<file path="src/wdtr_map.vh">
// Watchdog register map, field positions, reset values and timing constants
`ifndef WDTR_MAP_VH
`define WDTR_MAP_VH

// ------------------------------------------------------------
// Register indices and byte addresses (index times four)
// ------------------------------------------------------------
`define WDTR_IDX_UNITS       8'h52
`define WDTR_IDX_VALUE       8'h53
`define WDTR_IDX_CFG         8'h54
`define WDTR_IDX_CTRL        8'h55
`define WDTR_ADDR_UNITS      12'h148
`define WDTR_ADDR_VALUE      12'h14c
`define WDTR_ADDR_CFG        12'h150
`define WDTR_ADDR_CTRL       12'h154
`define WDTR_ADDR_W          12

// ------------------------------------------------------------
// Register select codes
// ------------------------------------------------------------
`define WDTR_SEL_NONE        3'h0
`define WDTR_SEL_UNITS       3'h1
`define WDTR_SEL_VALUE       3'h2
`define WDTR_SEL_CFG         3'h3
`define WDTR_SEL_CTRL        3'h4

// ------------------------------------------------------------
// Field positions
// ------------------------------------------------------------
`define WDTR_UNITS_SEC_BIT   7
`define WDTR_CFG_JOY_BIT     0
`define WDTR_CFG_KBD_BIT     1
`define WDTR_CFG_MOUSE_BIT   2
`define WDTR_CFG_MAP_HI      7
`define WDTR_CFG_MAP_LO      4
`define WDTR_CTRL_STAT_BIT   0
`define WDTR_CTRL_FORCE_BIT  2
`define WDTR_CTRL_KBCEN_BIT  3

// ------------------------------------------------------------
// Reset values and special codes
// ------------------------------------------------------------
`define WDTR_RST_BYTE        8'h00
`define WDTR_RST_MAP         4'h0
`define WDTR_MAP_OFF         4'h0
`define WDTR_MAP_BAD         4'h2
`define WDTR_CNT_ZERO        8'h00
`define WDTR_CNT_ONE         8'h01
`define WDTR_IRQ_NONE        16'h0000
`define WDTR_IRQ_ONE         16'h0001

// ------------------------------------------------------------
// Timing: times in their own unit, cycles derived
// ------------------------------------------------------------
`define WDTR_PCLK_NS         100
`define WDTR_SECOND_NS       1000000000
`define WDTR_SEC_PER_MIN     60
`define WDTR_SEC_CYCLES      (`WDTR_SECOND_NS / `WDTR_PCLK_NS)
`define WDTR_DIV_W           24
`define WDTR_MIN_W           6

`endif

</file>
<file path="src/wdtr_unit_tick.v">
// Second and minute tick divider for the watchdog countdown
`timescale 1ns/1ps
`default_nettype none
`include "wdtr_map.vh"

module wdtr_unit_tick #(
  parameter SEC_CYCLES = `WDTR_SEC_CYCLES
) (
  // Clock and reset
  input  wire pclk,
  input  wire presetn,
  // Control
  input  wire restart,
  input  wire units_sec,
  // Tick out
  output reg  unit_tick
);

  reg  [`WDTR_DIV_W-1:0] div_r;
  reg  [`WDTR_MIN_W-1:0] sec_r;
  wire                   sec_end;
  wire                   min_end;

  // Full-width terminal counts, cut on purpose to the counter widths
  localparam [31:0]            DIV_LAST_W = SEC_CYCLES - 1;
  localparam [31:0]            SEC_LAST_W = `WDTR_SEC_PER_MIN - 1;
  localparam [`WDTR_DIV_W-1:0] DIV_LAST   = DIV_LAST_W[`WDTR_DIV_W-1:0];
  localparam [`WDTR_MIN_W-1:0] SEC_LAST   = SEC_LAST_W[`WDTR_MIN_W-1:0];

  assign sec_end = (div_r == DIV_LAST);
  assign min_end = sec_end && (sec_r == SEC_LAST);

  // Restart realigns both stages so a full unit follows a reload
  always @(posedge pclk or negedge presetn) begin
    if (!presetn) begin
      div_r     <= {`WDTR_DIV_W{1'b0}};
      sec_r     <= {`WDTR_MIN_W{1'b0}};
      unit_tick <= 1'b0;
    end else if (restart) begin
      div_r     <= {`WDTR_DIV_W{1'b0}};
      sec_r     <= {`WDTR_MIN_W{1'b0}};
      unit_tick <= 1'b0;
    end else begin
      div_r     <= sec_end ? {`WDTR_DIV_W{1'b0}} : div_r + 1'b1;
      if (sec_end)
        sec_r   <= min_end ? {`WDTR_MIN_W{1'b0}} : sec_r + 1'b1;
      unit_tick <= units_sec ? sec_end : min_end;
    end
  end

endmodule
`default_nettype wire

</file>
<file path="src/wdtr_top.v">
// Watchdog timer with selectable restart sources and APB registers
//
// How it works
// - Units bit 7 clear counts minutes, set counts seconds.
// - Timeout value is binary unit count; zero disables timeout.
// - Nonzero value N gives N units, one up to 255.
// - Config bit 0 lets joystick port accesses restart the count.
// - Config bit 1 lets keyboard interrupts restart the count.
// - Config bit 2 lets mouse interrupts restart the count.
// - Config bits 7:4 select interrupt line; zero off, two invalid.
// - Control bit 0 is status, set on timeout, cleared by writing zero.
// - Writing control bit 2 forces a timeout; bit clears itself.
// - Control bit 3 lets force-line rising edges force timeouts.
// - Control bit 3 clear ignores the force line entirely.
// - Force line edge detected self-clearing, ORed with software force.
// - Units bits 6:2 read zero; reserved control bits written zero.
//
// Design decision made here: the APB interface to the registers.
`timescale 1ns/1ps
`default_nettype none
`include "wdtr_map.vh"

module wdtr_top #(
  parameter SEC_CYCLES = `WDTR_SEC_CYCLES
) (
  // APB clock and reset
  input  wire        pclk,
  input  wire        presetn,
  // APB slave
  input  wire        psel,
  input  wire        penable,
  input  wire        pwrite,
  input  wire [31:0] paddr,
  input  wire [31:0] pwdata,
  output reg  [31:0] prdata,
  output wire        pready,
  output reg         pslverr,
  // Restart sources
  input  wire        joy_access,
  input  wire        kbd_irq,
  input  wire        mouse_irq,
  // Force line from keyboard controller
  input  wire        kbc_force_line,
  // Watchdog outputs
  output reg  [15:0] irq_req,
  output reg         timeout_pulse
);

  // ------------------------------------------------------------
  // Functions
  // ------------------------------------------------------------

  // Map a byte address onto a register select code
  function [2:0] reg_sel;
    input [`WDTR_ADDR_W-1:0] a;
    begin
      case (a)
        `WDTR_ADDR_UNITS: reg_sel = `WDTR_SEL_UNITS;
        `WDTR_ADDR_VALUE: reg_sel = `WDTR_SEL_VALUE;
        `WDTR_ADDR_CFG:   reg_sel = `WDTR_SEL_CFG;
        `WDTR_ADDR_CTRL:  reg_sel = `WDTR_SEL_CTRL;
        default:          reg_sel = `WDTR_SEL_NONE;
      endcase
    end
  endfunction

  // One-hot request line from the mapping field
  function [15:0] irq_decode;
    input [3:0] map;
    begin
      if (map == `WDTR_MAP_OFF || map == `WDTR_MAP_BAD)
        irq_decode = `WDTR_IRQ_NONE;
      else
        irq_decode = `WDTR_IRQ_ONE << map;
    end
  endfunction

  // ------------------------------------------------------------
  // Bus decode
  // ------------------------------------------------------------
  wire       upper_zero;
  wire [2:0] sel;
  wire       setup_ph;
  wire       wr_acc;
  wire       wr_units;
  wire       wr_value;
  wire       wr_cfg;
  wire       wr_ctrl;

  // Anything above the decoded window is unmapped
  assign upper_zero = (paddr[31:`WDTR_ADDR_W] == {(32-`WDTR_ADDR_W){1'b0}});
  assign sel        = upper_zero ? reg_sel(paddr[`WDTR_ADDR_W-1:0])
                                 : `WDTR_SEL_NONE;
  assign setup_ph   = psel && !penable;
  assign wr_acc     = psel && penable && pwrite;
  assign wr_units   = wr_acc && (sel == `WDTR_SEL_UNITS);
  assign wr_value   = wr_acc && (sel == `WDTR_SEL_VALUE);
  assign wr_cfg     = wr_acc && (sel == `WDTR_SEL_CFG);
  assign wr_ctrl    = wr_acc && (sel == `WDTR_SEL_CTRL);

  // No wait states: data is prepared in the setup cycle
  assign pready = 1'b1;

  // ------------------------------------------------------------
  // Configuration registers
  // ------------------------------------------------------------
  reg       units_sec_r;
  reg [7:0] value_r;
  reg [2:0] src_en_r;
  reg [3:0] irq_map_r;
  reg       kbc_en_r;

  // Plain storage; reserved bits are simply not kept
  always @(posedge pclk or negedge presetn) begin
    if (!presetn) begin
      units_sec_r <= 1'b0;
      value_r     <= `WDTR_RST_BYTE;
      src_en_r    <= 3'b000;
      irq_map_r   <= `WDTR_RST_MAP;
      kbc_en_r    <= 1'b0;
    end else begin
      if (wr_units)
        units_sec_r <= pwdata[`WDTR_UNITS_SEC_BIT];
      if (wr_value)
        value_r     <= pwdata[7:0];
      if (wr_cfg) begin
        src_en_r    <= pwdata[`WDTR_CFG_MOUSE_BIT:`WDTR_CFG_JOY_BIT];
        irq_map_r   <= pwdata[`WDTR_CFG_MAP_HI:`WDTR_CFG_MAP_LO];
      end
      if (wr_ctrl)
        kbc_en_r    <= pwdata[`WDTR_CTRL_KBCEN_BIT];
    end
  end

  // ------------------------------------------------------------
  // Input synchronisers and edge detectors
  // ------------------------------------------------------------
  reg [2:0] kbc_sync_r;
  reg [2:0] kbd_sync_r;
  reg [2:0] mouse_sync_r;

  // Stage 0 only feeds stage 1; edges look at stages 1 and 2
  always @(posedge pclk or negedge presetn) begin
    if (!presetn) begin
      kbc_sync_r   <= 3'b000;
      kbd_sync_r   <= 3'b000;
      mouse_sync_r <= 3'b000;
    end else begin
      kbc_sync_r   <= {kbc_sync_r[1:0], kbc_force_line};
      kbd_sync_r   <= {kbd_sync_r[1:0], kbd_irq};
      mouse_sync_r <= {mouse_sync_r[1:0], mouse_irq};
    end
  end

  wire kbc_rise;
  wire kbd_rise;
  wire mouse_rise;

  // one pulse per rising edge, however long the line stays high
  assign kbc_rise   = kbc_sync_r[1] && !kbc_sync_r[2];
  assign kbd_rise   = kbd_sync_r[1] && !kbd_sync_r[2];
  assign mouse_rise = mouse_sync_r[1] && !mouse_sync_r[2];

  // ------------------------------------------------------------
  // Force sources
  // ------------------------------------------------------------
  reg  sw_force_r;
  wire kbc_force;
  wire force_evt;

  // write-only force bit, cleared by hardware next cycle
  always @(posedge pclk or negedge presetn) begin
    if (!presetn)
      sw_force_r <= 1'b0;
    else
      sw_force_r <= wr_ctrl && pwdata[`WDTR_CTRL_FORCE_BIT];
  end

  // force line edges count only while enabled
  // with the enable clear the line is ignored
  assign kbc_force = kbc_rise && kbc_en_r;
  // line edge ORed with software force
  assign force_evt = sw_force_r || kbc_force;

  // ------------------------------------------------------------
  // Restart sources
  // ------------------------------------------------------------
  wire src_restart;
  wire reload;
  wire [7:0] reload_val;

  // joystick port accesses restart when enabled
  assign src_restart = (joy_access && src_en_r[`WDTR_CFG_JOY_BIT])
                    || (kbd_rise && src_en_r[`WDTR_CFG_KBD_BIT])
                    || (mouse_rise && src_en_r[`WDTR_CFG_MOUSE_BIT]);

  // value or units writes also reload, with the new value
  assign reload     = src_restart || wr_value || wr_units;
  assign reload_val = wr_value ? pwdata[7:0] : value_r;

  // ------------------------------------------------------------
  // Unit divider
  // ------------------------------------------------------------
  wire unit_tick;
  wire units_sec_nxt;

  // New units take effect together with the reload
  assign units_sec_nxt = wr_units ? pwdata[`WDTR_UNITS_SEC_BIT]
                                  : units_sec_r;

  wdtr_unit_tick #(
    .SEC_CYCLES (SEC_CYCLES)
  ) u_tick (
    .pclk      (pclk),
    .presetn   (presetn),
    .restart   (reload),
    .units_sec (units_sec_nxt),
    .unit_tick (unit_tick)
  );

  // ------------------------------------------------------------
  // Countdown
  // ------------------------------------------------------------
  reg  [7:0] count_r;
  reg  [7:0] count_nxt;
  wire       expire;

  // the tick that takes the count from one to zero ends N units
  assign expire = unit_tick && !reload && (count_r == `WDTR_CNT_ONE);

  // Reload beats a tick arriving in the same cycle
  always @* begin
    count_nxt = count_r;
    if (reload)
      count_nxt = reload_val;
    else if (unit_tick && count_r != `WDTR_CNT_ZERO)
      count_nxt = count_r - 1'b1;
  end

  // a zero value never counts, so never expires
  always @(posedge pclk or negedge presetn) begin
    if (!presetn)
      count_r <= `WDTR_CNT_ZERO;
    else
      count_r <= count_nxt;
  end

  // ------------------------------------------------------------
  // Status flag and interrupt
  // ------------------------------------------------------------
  reg  status_r;
  reg  status_nxt;
  wire timeout_evt;

  assign timeout_evt = expire || force_evt;

  // a timeout set wins over a software clear in the same cycle
  always @* begin
    status_nxt = status_r;
    if (wr_ctrl)
      status_nxt = pwdata[`WDTR_CTRL_STAT_BIT];
    if (timeout_evt)
      status_nxt = 1'b1;
  end

  always @(posedge pclk or negedge presetn) begin
    if (!presetn) begin
      status_r      <= 1'b0;
      timeout_pulse <= 1'b0;
      irq_req       <= `WDTR_IRQ_NONE;
    end else begin
      status_r      <= status_nxt;
      timeout_pulse <= timeout_evt;
      // mapped line; disabled or invalid code drives none
      // request held while the status flag stands
      irq_req       <= status_nxt ? irq_decode(irq_map_r) : `WDTR_IRQ_NONE;
    end
  end

  // ------------------------------------------------------------
  // Read data and error
  // ------------------------------------------------------------
  reg [7:0] rd_byte;

  // reserved and write-only bits read as zero
  always @* begin
    case (sel)
      `WDTR_SEL_UNITS: rd_byte = {units_sec_r, 7'h00};
      `WDTR_SEL_VALUE: rd_byte = value_r;
      `WDTR_SEL_CFG:   rd_byte = {irq_map_r, 1'b0, src_en_r};
      `WDTR_SEL_CTRL:  rd_byte = {4'h0, kbc_en_r, 2'b00, status_r};
      default:         rd_byte = `WDTR_RST_BYTE;
    endcase
  end

  // Captured in setup so the access phase finishes at once
  always @(posedge pclk or negedge presetn) begin
    if (!presetn) begin
      prdata  <= 32'h0000_0000;
      pslverr <= 1'b0;
    end else if (setup_ph) begin
      prdata  <= {24'h00_0000, rd_byte};
      pslverr <= (sel == `WDTR_SEL_NONE);
    end
  end

endmodule
`default_nettype wire

</file>
<file path="config.mk">
export PLATFORM = sky130hd
export DESIGN_NAME = wdtr_top
export DESIGN_NICKNAME = d
export VERILOG_FILES = /design/src/wdtr_unit_tick.v /design/src/wdtr_top.v
export VERILOG_INCLUDE_DIRS = /design/src
export SDC_FILE = /design/constraint.sdc
export NUM_CORES = 1
export LEC_CHECK = 0
export ABC_AREA = 1
export ABC_CLOCK_PERIOD_IN_PS = 1500
export CELL_PAD_IN_SITES_DETAIL_PLACEMENT = 1
export CELL_PAD_IN_SITES_GLOBAL_PLACEMENT = 1
export CORE_MARGIN = 5
export CORE_UTILIZATION = 43
export CTS_BUF_LIST = sky130_fd_sc_hd__clkbuf_8
export DETAILED_ROUTE_END_ITERATION = 7
export DONT_BUFFER_PORTS = 1
export PLACE_DENSITY = 0.78
export RECOVER_POWER = 50
export SLEW_MARGIN = 5
export SYNTH_ARGS = -nofsm -noshare
export SYNTH_HDL_FRONTEND = slang
export SYNTH_SLANG_ARGS = --single-unit
</file>
<file path="constraint.sdc">
create_clock -name pclk -period 1.5 [get_ports pclk]
set_input_delay 0.075 -clock pclk [delete_from_list [all_inputs] [get_ports pclk]]
set_output_delay 0.075 -clock pclk [all_outputs]
set_load 0.01 [all_outputs]
</file>
After elaboration in Yosys (flattened, before gate mapping). Cells that the tools add are included.

Bits in registers: 93.

Add/sub/neg operators: 3. Equality and inequality tests: 12. Shift operators: 1. Mux-type cells: 18. Reduce and logical (&&, ||, !) cells: 37.

Operator list (count): equality test 12 x 9 -> 1 bit (second input constant) (4); 2-to-1 mux 24 bit (2); 2-to-1 mux 16 bit (2); case mux 8 bit (4 select lines) (1); adder 24 x 1 -> 24 bit (second input constant) (1); equality test 24 bit (second input constant) (1); 2-to-1 mux 8 bit (3); zero test 20 bit (1); logical AND 1 bit (19); 2-to-1 mux 6 bit (3); left shift 1 x 4 -> 16 bit (first input constant) (1); case mux 3 bit (4 select lines) (1); equality test 8 x 1 -> 1 bit (second input constant) (1); nonzero test 8 bit (1); subtractor 8 x 1 -> 8 bit (second input constant) (1); logical OR 1 bit (7); adder 6 x 1 -> 6 bit (second input constant) (1); equality test 3 x 2 -> 1 bit (second input constant) (2); equality test 6 bit (second input constant) (1); zero test 1 bit (5); 2-to-1 mux 1 bit (5); equality test 4 x 2 -> 1 bit (second input constant) (1); zero test 4 bit (1); nonzero test 2 bit (2); other kinds (4) (4).

Logic depth before layout (Yosys ltp). Gate-level depths: netlist of the first run.

Word-level depth: 13. Depth in mapped cells: 14. Gate-level depth less buffers: 13.

By module. Synthesis of the first run repeated with hierarchy kept, for this count alone.

Cells, all modules: 670. Area total of the unflattened synthesis: 5102.4 µm².

Modules (own cells, without submodules): wdtr_top (times used 1, cells an instance 409, area an instance 3261.9 µm²); wdtr_unit_tick (times used 1, cells an instance 261, area an instance 1840.5 µm²).

Least setup slack after synthesis of the first run. No wires, ideal clock.

Path type: register -> register. Start point: reg u_tick.div_r[0]. End point: reg u_tick.sec_r[3]. Setup time: 0.117 ns. Data arrival time: 1.497 ns. Slack: -0.114 ns. Cell stages (with the launch flop): 13. Path buffers: 0. Clock period less this slack: 1.614 ns. Cells stage by stage: dfrtp_1 -> ha_1 -> nand2_1 -> nor2_2 -> nand2_1 -> nor3_1 -> nand2_1 -> inv_2 -> nand2_1 -> nand3_1 -> nor2_1 -> nand2_1 -> nand2_1.

Longest elaborated chain between the ends: 5. Elaborated cells on any way between the ends: 6. Classes of those cells: 1 x eq/ne; 3 x mux; 2 x reduce/logical.

RTL lines: start, declared (line wdtr_unit_tick.v:19) `` reg [`WDTR_DIV_W-1:0] div_r; ``; start signal, assigned (line wdtr_unit_tick.v:36) `` div_r <= {`WDTR_DIV_W{1'b0}}; ``; start signal, assigned (line wdtr_unit_tick.v:40) `` div_r <= {`WDTR_DIV_W{1'b0}}; ``; start signal, assigned (line wdtr_unit_tick.v:44) `` div_r <= sec_end ? {`WDTR_DIV_W{1'b0}} : div_r + 1'b1; ``; equality test 24 bit * (line wdtr_unit_tick.v:30) `assign sec_end = (div_r == DIV_LAST);`; logical AND 1 bit (line wdtr_unit_tick.v:31) `assign min_end = sec_end && (sec_r == SEC_LAST);`; 2-to-1 mux 6 bit (line wdtr_unit_tick.v:46) `` sec_r <= min_end ? {`WDTR_MIN_W{1'b0}} : sec_r + 1'b1; ``; 2-to-1 mux 6 bit (line wdtr_unit_tick.v:45) `if (sec_end)`; 2-to-1 mux 6 bit (line wdtr_unit_tick.v:39) `end else if (restart) begin`; end signal, assigned (line wdtr_unit_tick.v:37) `` sec_r <= {`WDTR_MIN_W{1'b0}}; ``; end signal, assigned (line wdtr_unit_tick.v:41) `` sec_r <= {`WDTR_MIN_W{1'b0}}; ``; end signal, assigned (line wdtr_unit_tick.v:46); end, declared (line wdtr_unit_tick.v:20) `` reg [`WDTR_MIN_W-1:0] sec_r; ``.

Mark *: on every way between the ends. The rest lies on a longest branch, timed or not. The select of a mux whose other input is x is not followed. A chain may end at the register's enable or synchronous reset.

Final worst setup path of the first run.
Start point: reg u_tick.div_r[1]. End point: reg u_tick.sec_r[3].

The elaborated chain is that of the path after synthesis.

==> results of run 1 <==
stage by stage:
stage	util, %	TNS, ns	cell area, µm²
after floorplan	-	-0.288	5090
after global routing	59.8	-13.44	6800
after global placement	49.0	-4.49	5580
after detailed placement	49.0	-8.52	5580
after CTS	55.9	-1.66	6360
final	59.8	-9.94	6800
flip-flops by register name, summed over array words and instances, names as in the netlist, 3 cells and up:
signal        cells
kbd_sync_r        3
src_en_r          3
prdata            8
mouse_sync_r      3
kbc_sync_r        3
irq_map_r         4
irq_req          16
count_r           8
u_tick.div_r     24
u_tick.sec_r      6
value_r           8
area by class of cell:
cell class / instances / share of cell area (%)
Tap cell: 143 / 2.63
Sequential cell: 93 / 34.3
Clock inverter: 6 / 1.38
Multi-Input combinational cell: 452 / 40.0
Clock buffer: 10 / 2.02
Inverter: 79 / 4.43
Timing Repair Buffer: 117 / 15.2
cell families after synthesis:
kind of cell,Yosys count,synth area share (%)
AO/OA/AOI/OAI,40,4.50
XOR/XNOR,21,3.69
adder cells (fa/ha/maj),4,1.01
buffers and inverters,113,11.4
flip-flops,93,46.7
other,2,0.151
AND/OR/NAND/NOR,358,32.5
worst max path at each step:
stage | startpoint | end | slack, ns | cells after the start
after floorplan | u_tick.div_r[0]$_DFF_PN0_ | u_tick.sec_r[3]$_DFFE_PN0P_ | -0.06 | 12
after global placement | u_tick.div_r[16]$_DFF_PN0_ | u_tick.sec_r[3]$_DFFE_PN0P_ | -0.18 | 9
after detailed placement | u_tick.div_r[16]$_DFF_PN0_ | u_tick.sec_r[3]$_DFFE_PN0P_ | -0.29 | 9
after CTS | u_tick.div_r[0]$_DFF_PN0_ | u_tick.div_r[16]$_DFF_PN0_ | -0.16 | 11
after global routing | u_tick.div_r[1]$_DFF_PN0_ | u_tick.sec_r[4]$_DFFE_PN0P_ | -0.42 | 11
final | u_tick.div_r[1]$_DFF_PN0_ | u_tick.sec_r[3]$_DFFE_PN0P_ | -0.34 | 11
metal layers:
layer	GRT usage (%)	share of wire, %	vias up
met2	43.0	56	109
met3	3.75	3.4	49
li1	-	-	2181
met1	23.6	36	2349
met4	10.4	3.8	0
met5	0	0	-
critical path: cells and delay by family (launching register included):
family	cells	cell delay, ns
simple gates	8	0.89
fa+ha+maj	1	0.17
flops	1	0.43
buf+inv	2	0.28
synthesized netlist by cell type (4+ instances only):
master	count
nand3_1	36
nor2_1	80
a21oi_1	5
ha_1	4
inv_1	69
buf_4	26
o21ai_1	14
nor4_1	9
xnor2_1	4
buf_6	4
nor3_1	13
nor2_2	8
dfrtp_1	93
o21ai_0	13
nand4_1	18
nand2_2	7
nand2_1	171
nand3_2	4
inv_2	7
xor2_1	17
repair_timing:
item,4_1_cts,5_1_grt
setup endpoints to repair,52,55
pin swaps,33,46
endpoints found under the hold margin,113,93
gates resized for setup,65,95
setup buffers,22,15
gates cloned,2,1
power by group through the flow:
stage	clock network (µW)	logic (µW)	registers [µW]
2_1_floorplan	0	123	2580
3_3_place_gp	0	86.3	2580
3_5_place_dp	0	90.5	2580
4_1_cts	1990	114	2530
5_1_grt	2110	131	2540
6_report	1980	116	2530
==> flow_summary.toml, run 1 <==
[grt]
antenna_found_initial = 0
grt_pass1_vias = 5070
grt.total_usage_pct = 22.5
grt-ovfl-total = 0
grt_pass1_wl_um = 25400
grt_start_max_net_pins = 94

[synthesis]
ys_types = 42
synth_cells = 631
syn_area_mm2 = 0.00498
yosys.area.top_type_share_pct = 46.7
ys_seq_area_share_pct = 46.7
async_flop_share_pct = 100
ys_ff_latch = 93
synth_edf_count = 0
synth_ff_type = "dfrtp_1"
synthTopCellsByArea = "dfrtp_1 (47%), nand2_1 (13%), nor2_1 (6.0%)"
synth_top_area_cell = "dfrtp_1"
ys_warn_count = 0
syn_avg_cell_area_um2 = 7.89

[pwr]
combinationalPowerShare_pct = 2.5
power.density_mw_per_mm2 = 681
switching_share_pct = 23.1
switchingPower_uw = 1070
clock_power_share_pct = 42.7
p_int_uw = 3560
peakVddDrop_uv = 634
sequentialPowerShare_pct = 54.8
p_total_uw = 4630
p_leak_uw = 0.00346

[setup_path]
r2r_cells = 11
critical-path-slowest-cell = "dfrtp_1"
r2r-start = "u_tick.div_r[1]$_DFF_PN0_"
critPathMaxFanout = 6
crit_path_end_kind = "register"
crit_type = "reg -> reg"
rrSetupSlack_ns = -0.34
slowest_delay_ns = 0.43
cp-start-kind = "register"
cp_cell_sequence = "ha_4 > nand2_4 > nor2_4 > nand2_2 > nor3_4 > nand2_2 > buf_4 > nand2_4 > buf_12 > nand2_1 > nand2_1"
required_ns = 1.82
reg2reg_to = "u_tick.sec_r[3]$_DFFE_PN0P_"
cp.arrival_ns = 2.16

[cts]
numCtsBuffers = 9
cts_buffer_depth = 2
tritoncts = "built"
worst_skew_pair.late_latency_ns = 0.38
numClockSinks = 93
hold_buffers = 11
htreeDepth = 3
clk_pin_slew_ns = 0.09
cts_root_buf = "clkbuf_8"

[sta]
hold_violations = 93
finalSetupViolations = 53
fin_crit_ns = 1.84
drv_slew = 0
worst_slack_ns = -0.341
fmaxAchievable_ghz = 0.543
rsz0062_at_grt = "yes"
slew_headroom_pct = 65.2
period_share_pct = 123
tightest_slew_ns = 0.519
whs_ns = -0.622
skew_ns = 0.0123

[route]
vias_per_cell = 5.21
vias = 4688
drc = 0
drtIter0Drc = 233
ant_nets = 0
wl_um = 17200
drt-pass1-iter-count = 6
wl_per_cell_um = 19.1

[final_layout]
layout-drive-gt1-share_pct = 35.8
n_antenna_cell = 0
multi_input_area_mm2 = 0.00272
nFillCells = 1339
regArea_mm2 = 0.00233
fin_cells = 900
layout_commonest_cell = "nand2_1"
area_growth_pct = 36.6
nNetsFinal = 829
final_cell_mix = "nand2_1 (131), dfrtp_1 (90), buf_4 (87)"

[floorplanning]
die_area_mm2 = 0.0138
row_count = 39
pin_count = 124
die_w_um = 118
initial_core_util_pct = 43.8
core_area_mm2 = 0.0114
die_y_um = 118

[run_status]
run_status = "complete, but fails checks"
violations = "hold timing, setup timing"

[hold_path]
hold_class = "in -> async"

[place]
dp_hpwl_um = 10200
post-place-cells = 836
io_buffers = 0
dp_slack_ns = -0.286
place.gp.congestion = 0.883

[job]
cap_violations = 0
Power figures use the tool's default switching activity.
==> run 2, diff against run 1 <==
--- a/config.mk
+++ b/config.mk
@@ -6,16 +6,15 @@
 export SDC_FILE = /design/constraint.sdc
 export NUM_CORES = 1
 export LEC_CHECK = 0
-export ABC_AREA = 1
 export ABC_CLOCK_PERIOD_IN_PS = 1500
 export CELL_PAD_IN_SITES_DETAIL_PLACEMENT = 1
 export CELL_PAD_IN_SITES_GLOBAL_PLACEMENT = 1
 export CORE_MARGIN = 5
-export CORE_UTILIZATION = 43
+export CORE_UTILIZATION = 46
 export CTS_BUF_LIST = sky130_fd_sc_hd__clkbuf_8
 export DETAILED_ROUTE_END_ITERATION = 7
 export DONT_BUFFER_PORTS = 1
-export PLACE_DENSITY = 0.78
+export PLACE_DENSITY = 0.79
 export RECOVER_POWER = 50
 export SLEW_MARGIN = 5
 export SYNTH_ARGS = -nofsm -noshare
==> flow_summary.toml, run 2 <==
[synthesis]
yosys.area_share.simple_pct = 21.7
yosys.area.top_type_share_pct = 51.0
synthTopCellsByArea = "dfrtp_1 (51%), buf_4 (4.1%), mux2_2 (3.9%)"
synth_top_family_by_area = "simple AND/OR/NAND/NOR gates"
syn_area_mm2 = 0.00457
ys_seq_area_share_pct = 51.0
ys_warn_count = 0
synth_fa_ha_area_share_pct = 1.10
async_flop_share_pct = 100
synth.area.mux_share_pct = 7.23
syn_avg_cell_area_um2 = 10.7
synth_compound_area_share_pct = 7.51
synth_commonest_cells = "dfrtp_1 (93), nor2_1 (39), nand2_1 (38), buf_4 (25), nand3_1 (23)"
synth_xor_area_share_pct = 5.37
synthMostInstantiatedCell = "dfrtp_1"
synth_top_area_cell = "dfrtp_1"
ys_ff_latch = 93
synth_cells = 428
synth_ff_type = "dfrtp_1"
ys_types = 55
synth_edf_count = 0

[final_layout]
layout_commonest_cell = "dfrtp_1"
layout-drive-gt1-share_pct = 39.9
regArea_mm2 = 0.00233
postLayoutCoreUtil_pct = 63.2
largest_reg_flops = 24
multi_input_area_mm2 = 0.00252
nFillCells = 1042
fin_area_mm2 = 0.00615
reg.largest.list = "u_tick.div_r x24, irq_req x16"
final_cell_mix = "dfrtp_1 (93), buf_4 (82), nand2_1 (35)"
n_antenna_cell = 0
largest-register = "u_tick.div_r"
area_growth_pct = 34.7
nNetsFinal = 615
fin_cells = 675

[sta]
skew_ns = 0.0176
fin_crit_ns = 2.08
slew_headroom_pct = 57.7
fmaxAchievable_ghz = 0.481
hold_violations = 93
worst_slack_ns = -0.580
whs_ns = -0.601
tightest_slew_ns = 0.628
period_share_pct = 139
drv_slew = 0
finalSetupViolations = 54
rsz0062_at_grt = "yes"

[grt]
grt_pass1_wl_um = 22300
grt_pass1_vias = 4124
grt-ovfl-total = 0
grt_start_max_net_pins = 94
antenna_found_initial = 0
grt.total_usage_pct = 24.7

[hold_path]
hold_class = "in -> async"

[floorplanning]
core_area_mm2 = 0.00973
initial_core_util_pct = 46.9
die_w_um = 110
pin_count = 124
die_y_um = 110
row_count = 36
die_area_mm2 = 0.0120

[place]
dpl_cell_area_mm2 = 0.00526
place.gp.congestion = 0.841
post-place-cells = 624
io_buffers = 0
dp_hpwl_um = 9100

[route]
vias = 3803
wl_um = 15700
drtIter0Drc = 256
wl_per_cell_um = 23.3
drc = 0
drt-pass1-iter-count = 6
vias_per_cell = 5.63
ant_nets = 0

[cts]
cts_root_buf = "clkbuf_8"
tritoncts = "built"
htreeDepth = 3
numCtsBuffers = 9
numClockSinks = 93
worst_skew_pair.late_latency_ns = 0.36
clk_pin_slew_ns = 0.10
cts_buffer_depth = 2
hold_buffers = 12

[pwr]
power.density_mw_per_mm2 = 733
peakVddDrop_uv = 579
p_total_uw = 4510
p_leak_uw = 0.00288

[setup_path]
cp-start-kind = "register"
critPathMaxFanout = 5
crit_path_end_kind = "register"
crit_type = "reg -> reg"
cp.arrival_ns = 2.32
required_ns = 1.74

[run_status]
violations = "hold timing, setup timing"
run_status = "complete, but fails checks"

[job]
cap_violations = 0
## run 2: cell types whose count changed in the layout (fill, tap and decap cells not counted), moves of 8 or more
cell	change
inv_2	-24
o21ai_1	-14
nand2_4	-8
a21oi_1	+13
nor2_4	-8
mux2_4	+8
mux2_2	+16
nand2_1	-96
nor2_1	-43
nand2_2	-36
inv_1	-42
nand3_1	-13
## run 2: worst paths after layout
kind | from | to | slack (ns) | cells after the start
max | count_r[3]$_DFFE_PN0P_ | count_r[7]$_DFFE_PN0P_ | -0.58 | 5
min | presetn | u_tick.div_r[13]$_DFF_PN0_ | -0.60 | 0
max reg2reg | count_r[3]$_DFFE_PN0P_ | count_r[7]$_DFFE_PN0P_ | -0.58 | 5
min reg2reg | mouse_sync_r[0]$_DFF_PN0_ | mouse_sync_r[1]$_DFF_PN0_ | 0.35 | 0
max in group asynchronous | presetn | value_r[1]$_DFF_PN0_ | 1.95 | 0
min in group pclk | pwdata[0] | status_r$_DFF_PN0_ | 0.07 | 3
## run 2: final cells by class
cell class	count	share of cell area, %
timing repair buffer	107	14.5
clock buffer	9	2.01
inverter	8	0.488
multi-input combinational	319	41.0
tap	133	2.71
clock inverter	6	1.44
sequential	93	37.8
## run 2: routing by layer
metal / share of wire [%] / global-route usage (%) / wire length [µm] / vias up
li1: - / - / - / 1678
met1: 37 / 27.2 / 5820 / 1953
met2: 55 / 45.6 / 8680 / 130
met3: 4.6 / 5.17 / 723 / 42
met4: 3.3 / 10.9 / 523 / 0
met5: 0 / 0 / 0 / -
## run 2: report_power, final
part | switching, µW | total, µW | leakage, µW | internal [µW]
registers | 6.60 | 2530 | 0.00122 | 2520
clock network | 923 | 1860 | 0.000107 | 934
logic | 75.5 | 127 | 0.00156 | 51.4
total | 1010 | 4510 | 0.00288 | 3510
## run 2: logic make-up after synthesis
| family | Yosys count |
|---|---|
| adders and majority gates | 4 |
| DFF | 93 |
| muxes | 27 |
| other | 2 |
| buffers and inverters | 44 |
| xor gates and xnor gates | 28 |
| AOI/OAI and AO/OA | 54 |
| and+or+nand+nor | 176 |
## run 2: timing repair
action,in CTS,in global routing
pin swaps,21,16
buffers inserted,9,13
endpoints found under the setup margin,54,56
gates cloned,3,0
hold endpoints to repair,114,93
gates resized for setup,24,60
## run 2: critical path: stages, from the launching register on
cell	delay, ns
dfrtp_1	0.39
or4_4	0.58
or4_1	0.48
nor2_2	0.18
xor2_1	0.09
mux2_4	0.26
## run 2: per-stage QoR
step	hold WS (ns)	setup TNS, ns	worst slack [ns]
after global placement	-0.215	-15.86	-0.413
final	-0.601	-19.83	-0.580
after CTS	-0.607	-13.07	-0.489
after floorplan	-0.221	-9.11	-0.406
after global routing	-0.614	-22.80	-0.596
after detailed placement	-0.215	-18.74	-0.448
==> run 3, diff against run 2 <==
--- a/config.mk
+++ b/config.mk
@@ -9,14 +9,14 @@
 export ABC_CLOCK_PERIOD_IN_PS = 1500
 export CELL_PAD_IN_SITES_DETAIL_PLACEMENT = 1
 export CELL_PAD_IN_SITES_GLOBAL_PLACEMENT = 1
-export CORE_MARGIN = 5
+export CORE_MARGIN = 1.5
 export CORE_UTILIZATION = 46
 export CTS_BUF_LIST = sky130_fd_sc_hd__clkbuf_8
 export DETAILED_ROUTE_END_ITERATION = 7
 export DONT_BUFFER_PORTS = 1
+export HOLD_SLACK_MARGIN = 0.06
 export PLACE_DENSITY = 0.79
 export RECOVER_POWER = 50
-export SLEW_MARGIN = 5
 export SYNTH_ARGS = -nofsm -noshare
 export SYNTH_HDL_FRONTEND = slang
 export SYNTH_SLANG_ARGS = --single-unit
==> flow_summary.toml, run 3 (synthesis gave the netlist of run 2 again) <==
[pwr]
p_int_uw = 3190
p_leak_uw = 0.00293
peakVddDrop_uv = 407
sequentialPowerShare_pct = 58.8
combinationalPowerShare_pct = 3.2
switchingPower_uw = 1100
power.density_mw_per_mm2 = 682
clock_power_share_pct = 38.0
switching_share_pct = 25.7

[final_layout]
fin_area_mm2 = 0.00630
area_growth_pct = 37.9
nNetsFinal = 627
multi_input_area_mm2 = 0.00259
layout-drive-gt1-share_pct = 43.0
layout_commonest_cell = "dfrtp_1"
nFillCells = 1002
largest-register = "u_tick.div_r"
reg.largest.list = "u_tick.div_r x24, irq_req x16"
regArea_mm2 = 0.00233
final_cell_mix = "dfrtp_1 (92), buf_4 (85), nand2_1 (34)"
n_antenna_cell = 0
largest_reg_flops = 24

[route]
vias_per_cell = 5.87
ant_nets = 0
vias = 4032
wl_um = 17400
wl_per_cell_um = 25.4
drtIter0Drc = 191
drc = 0
drt-pass1-iter-count = 4

[floorplanning]
die_area_mm2 = 0.0105
initial_core_util_pct = 47.1
row_count = 36
die_y_um = 103
core_area_mm2 = 0.00968
die_w_um = 103
pin_count = 124

[place]
dpl_cell_area_mm2 = 0.00531
io_buffers = 0
dp_hpwl_um = 8920
place.gp.congestion = 0.874

[setup_path]
required_ns = 1.76
cp.arrival_ns = 2.30
cp-start-kind = "register"
cp_cell_sequence = "or4_4 > o311a_1 > nor2_1 > a31oi_1 > mux2_4"
critical-path-slowest-cell = "or4_4"
crit_path_end_kind = "register"
critical_path.top_delay_family = "simple AND/OR/NAND/NOR gates"
crit_type = "reg -> reg"
critPathBufInv = 0
slowest_delay_ns = 0.59
critPathMaxFanout = 5

[sta]
fmaxAchievable_ghz = 0.490
whs_ns = -0.619
worst_slack_ns = -0.543
period_share_pct = 136
skew_ns = 0.0182
rsz0062_at_grt = "yes"
drv_slew = 0
fin_crit_ns = 2.04
finalSetupViolations = 54
slew_headroom_pct = 59.3
hold_violations = 93
tightest_slew_ns = 0.609

[grt]
grt-ovfl-total = 0
grt.total_usage_pct = 30.0
antenna_found_initial = 0
grt_pass1_wl_um = 23400
grt_start_max_net_pins = 94
grt_pass1_vias = 4286

[run_status]
run_status = "complete, but fails checks"
violations = "hold timing, setup timing"

[cts]
cts_buffer_depth = 2
numClockSinks = 93
htreeDepth = 3
clk_pin_slew_ns = 0.10
tritoncts = "built"
numCtsBuffers = 9
cts_root_buf = "clkbuf_8"
worst_skew_pair.late_latency_ns = 0.38
hold_buffers = 15

[job]
cap_violations = 0

[hold_path]
hold_class = "in -> async"
-- run 3: per-layer routing --
metal	vias up	GRT usage, %	part of all wire (%)
met2	151	55.4	55
li1	1709	-	-
met3	69	5.76	4.6
met1	2103	33.7	36
met5	-	0	0
met4	0	12.6	4.3
-- run 3: final cells by class --
cell class / count / area share (%)
clock inverter: 6 / 0.775
clock buffer: 9 / 1.97
tap: 133 / 2.64
sequential: 93 / 37.0
multi-input combinational: 320 / 41.1
timing repair buffer: 118 / 16.1
inverter: 8 / 0.477
-- run 3: final timing paths --
kind / start / endpoint / slack, ns / cells past startpoint
setup / recovery: count_r[4]$_DFFE_PN0P_ / count_r[2]$_DFFE_PN0P_ / -0.54 / 5
hold reg to reg: mouse_sync_r[0]$_DFF_PN0_ / mouse_sync_r[1]$_DFF_PN0_ / 0.35 / 0
max in group asynchronous: presetn / value_r[2]$_DFF_PN0_ / 1.93 / 0
setup reg to reg: count_r[4]$_DFFE_PN0P_ / count_r[2]$_DFFE_PN0P_ / -0.54 / 5
hold / removal: presetn / u_tick.sec_r[1]$_DFFE_PN0P_ / -0.62 / 0
min in group pclk: joy_access / u_tick.sec_r[2]$_DFFE_PN0P_ / 0.11 / 4
-- run 3: timing repair --
action / 4_1_cts / 5_1_grt
pin swaps: 21 / 31
gates cloned: 4 / 0
endpoints found under the setup margin: 54 / 57
setup buffers: 8 / 14
endpoints found under the hold margin: 125 / 93
gates resized for setup: 37 / 66
-- run 3: power groups by stage --
stage,clock (µW),sequential (µW),combinational [µW]
3_5_place_dp,0,2580,88.6
2_1_floorplan,0,2570,114
3_3_place_gp,0,2580,87.4
4_1_cts,1600,2530,126
5_1_grt,1740,2530,145
6_report,1630,2530,135
-- run 3: metrics by stage --
stage          instances  setup slack [ns]  utilization (%)  setup TNS, ns  total power [µW]
4_1_cts              673            -0.450             61.1         -14.03              4250
2_1_floorplan        453            -0.406                -          -9.11              2690
5_1_grt              687            -0.583             65.0         -22.14              4410
3_3_place_gp         631            -0.411             54.8         -15.74              2660
6_report             687            -0.543             65.0         -18.49              4300
3_5_place_dp         631            -0.443             54.8         -19.34              2670
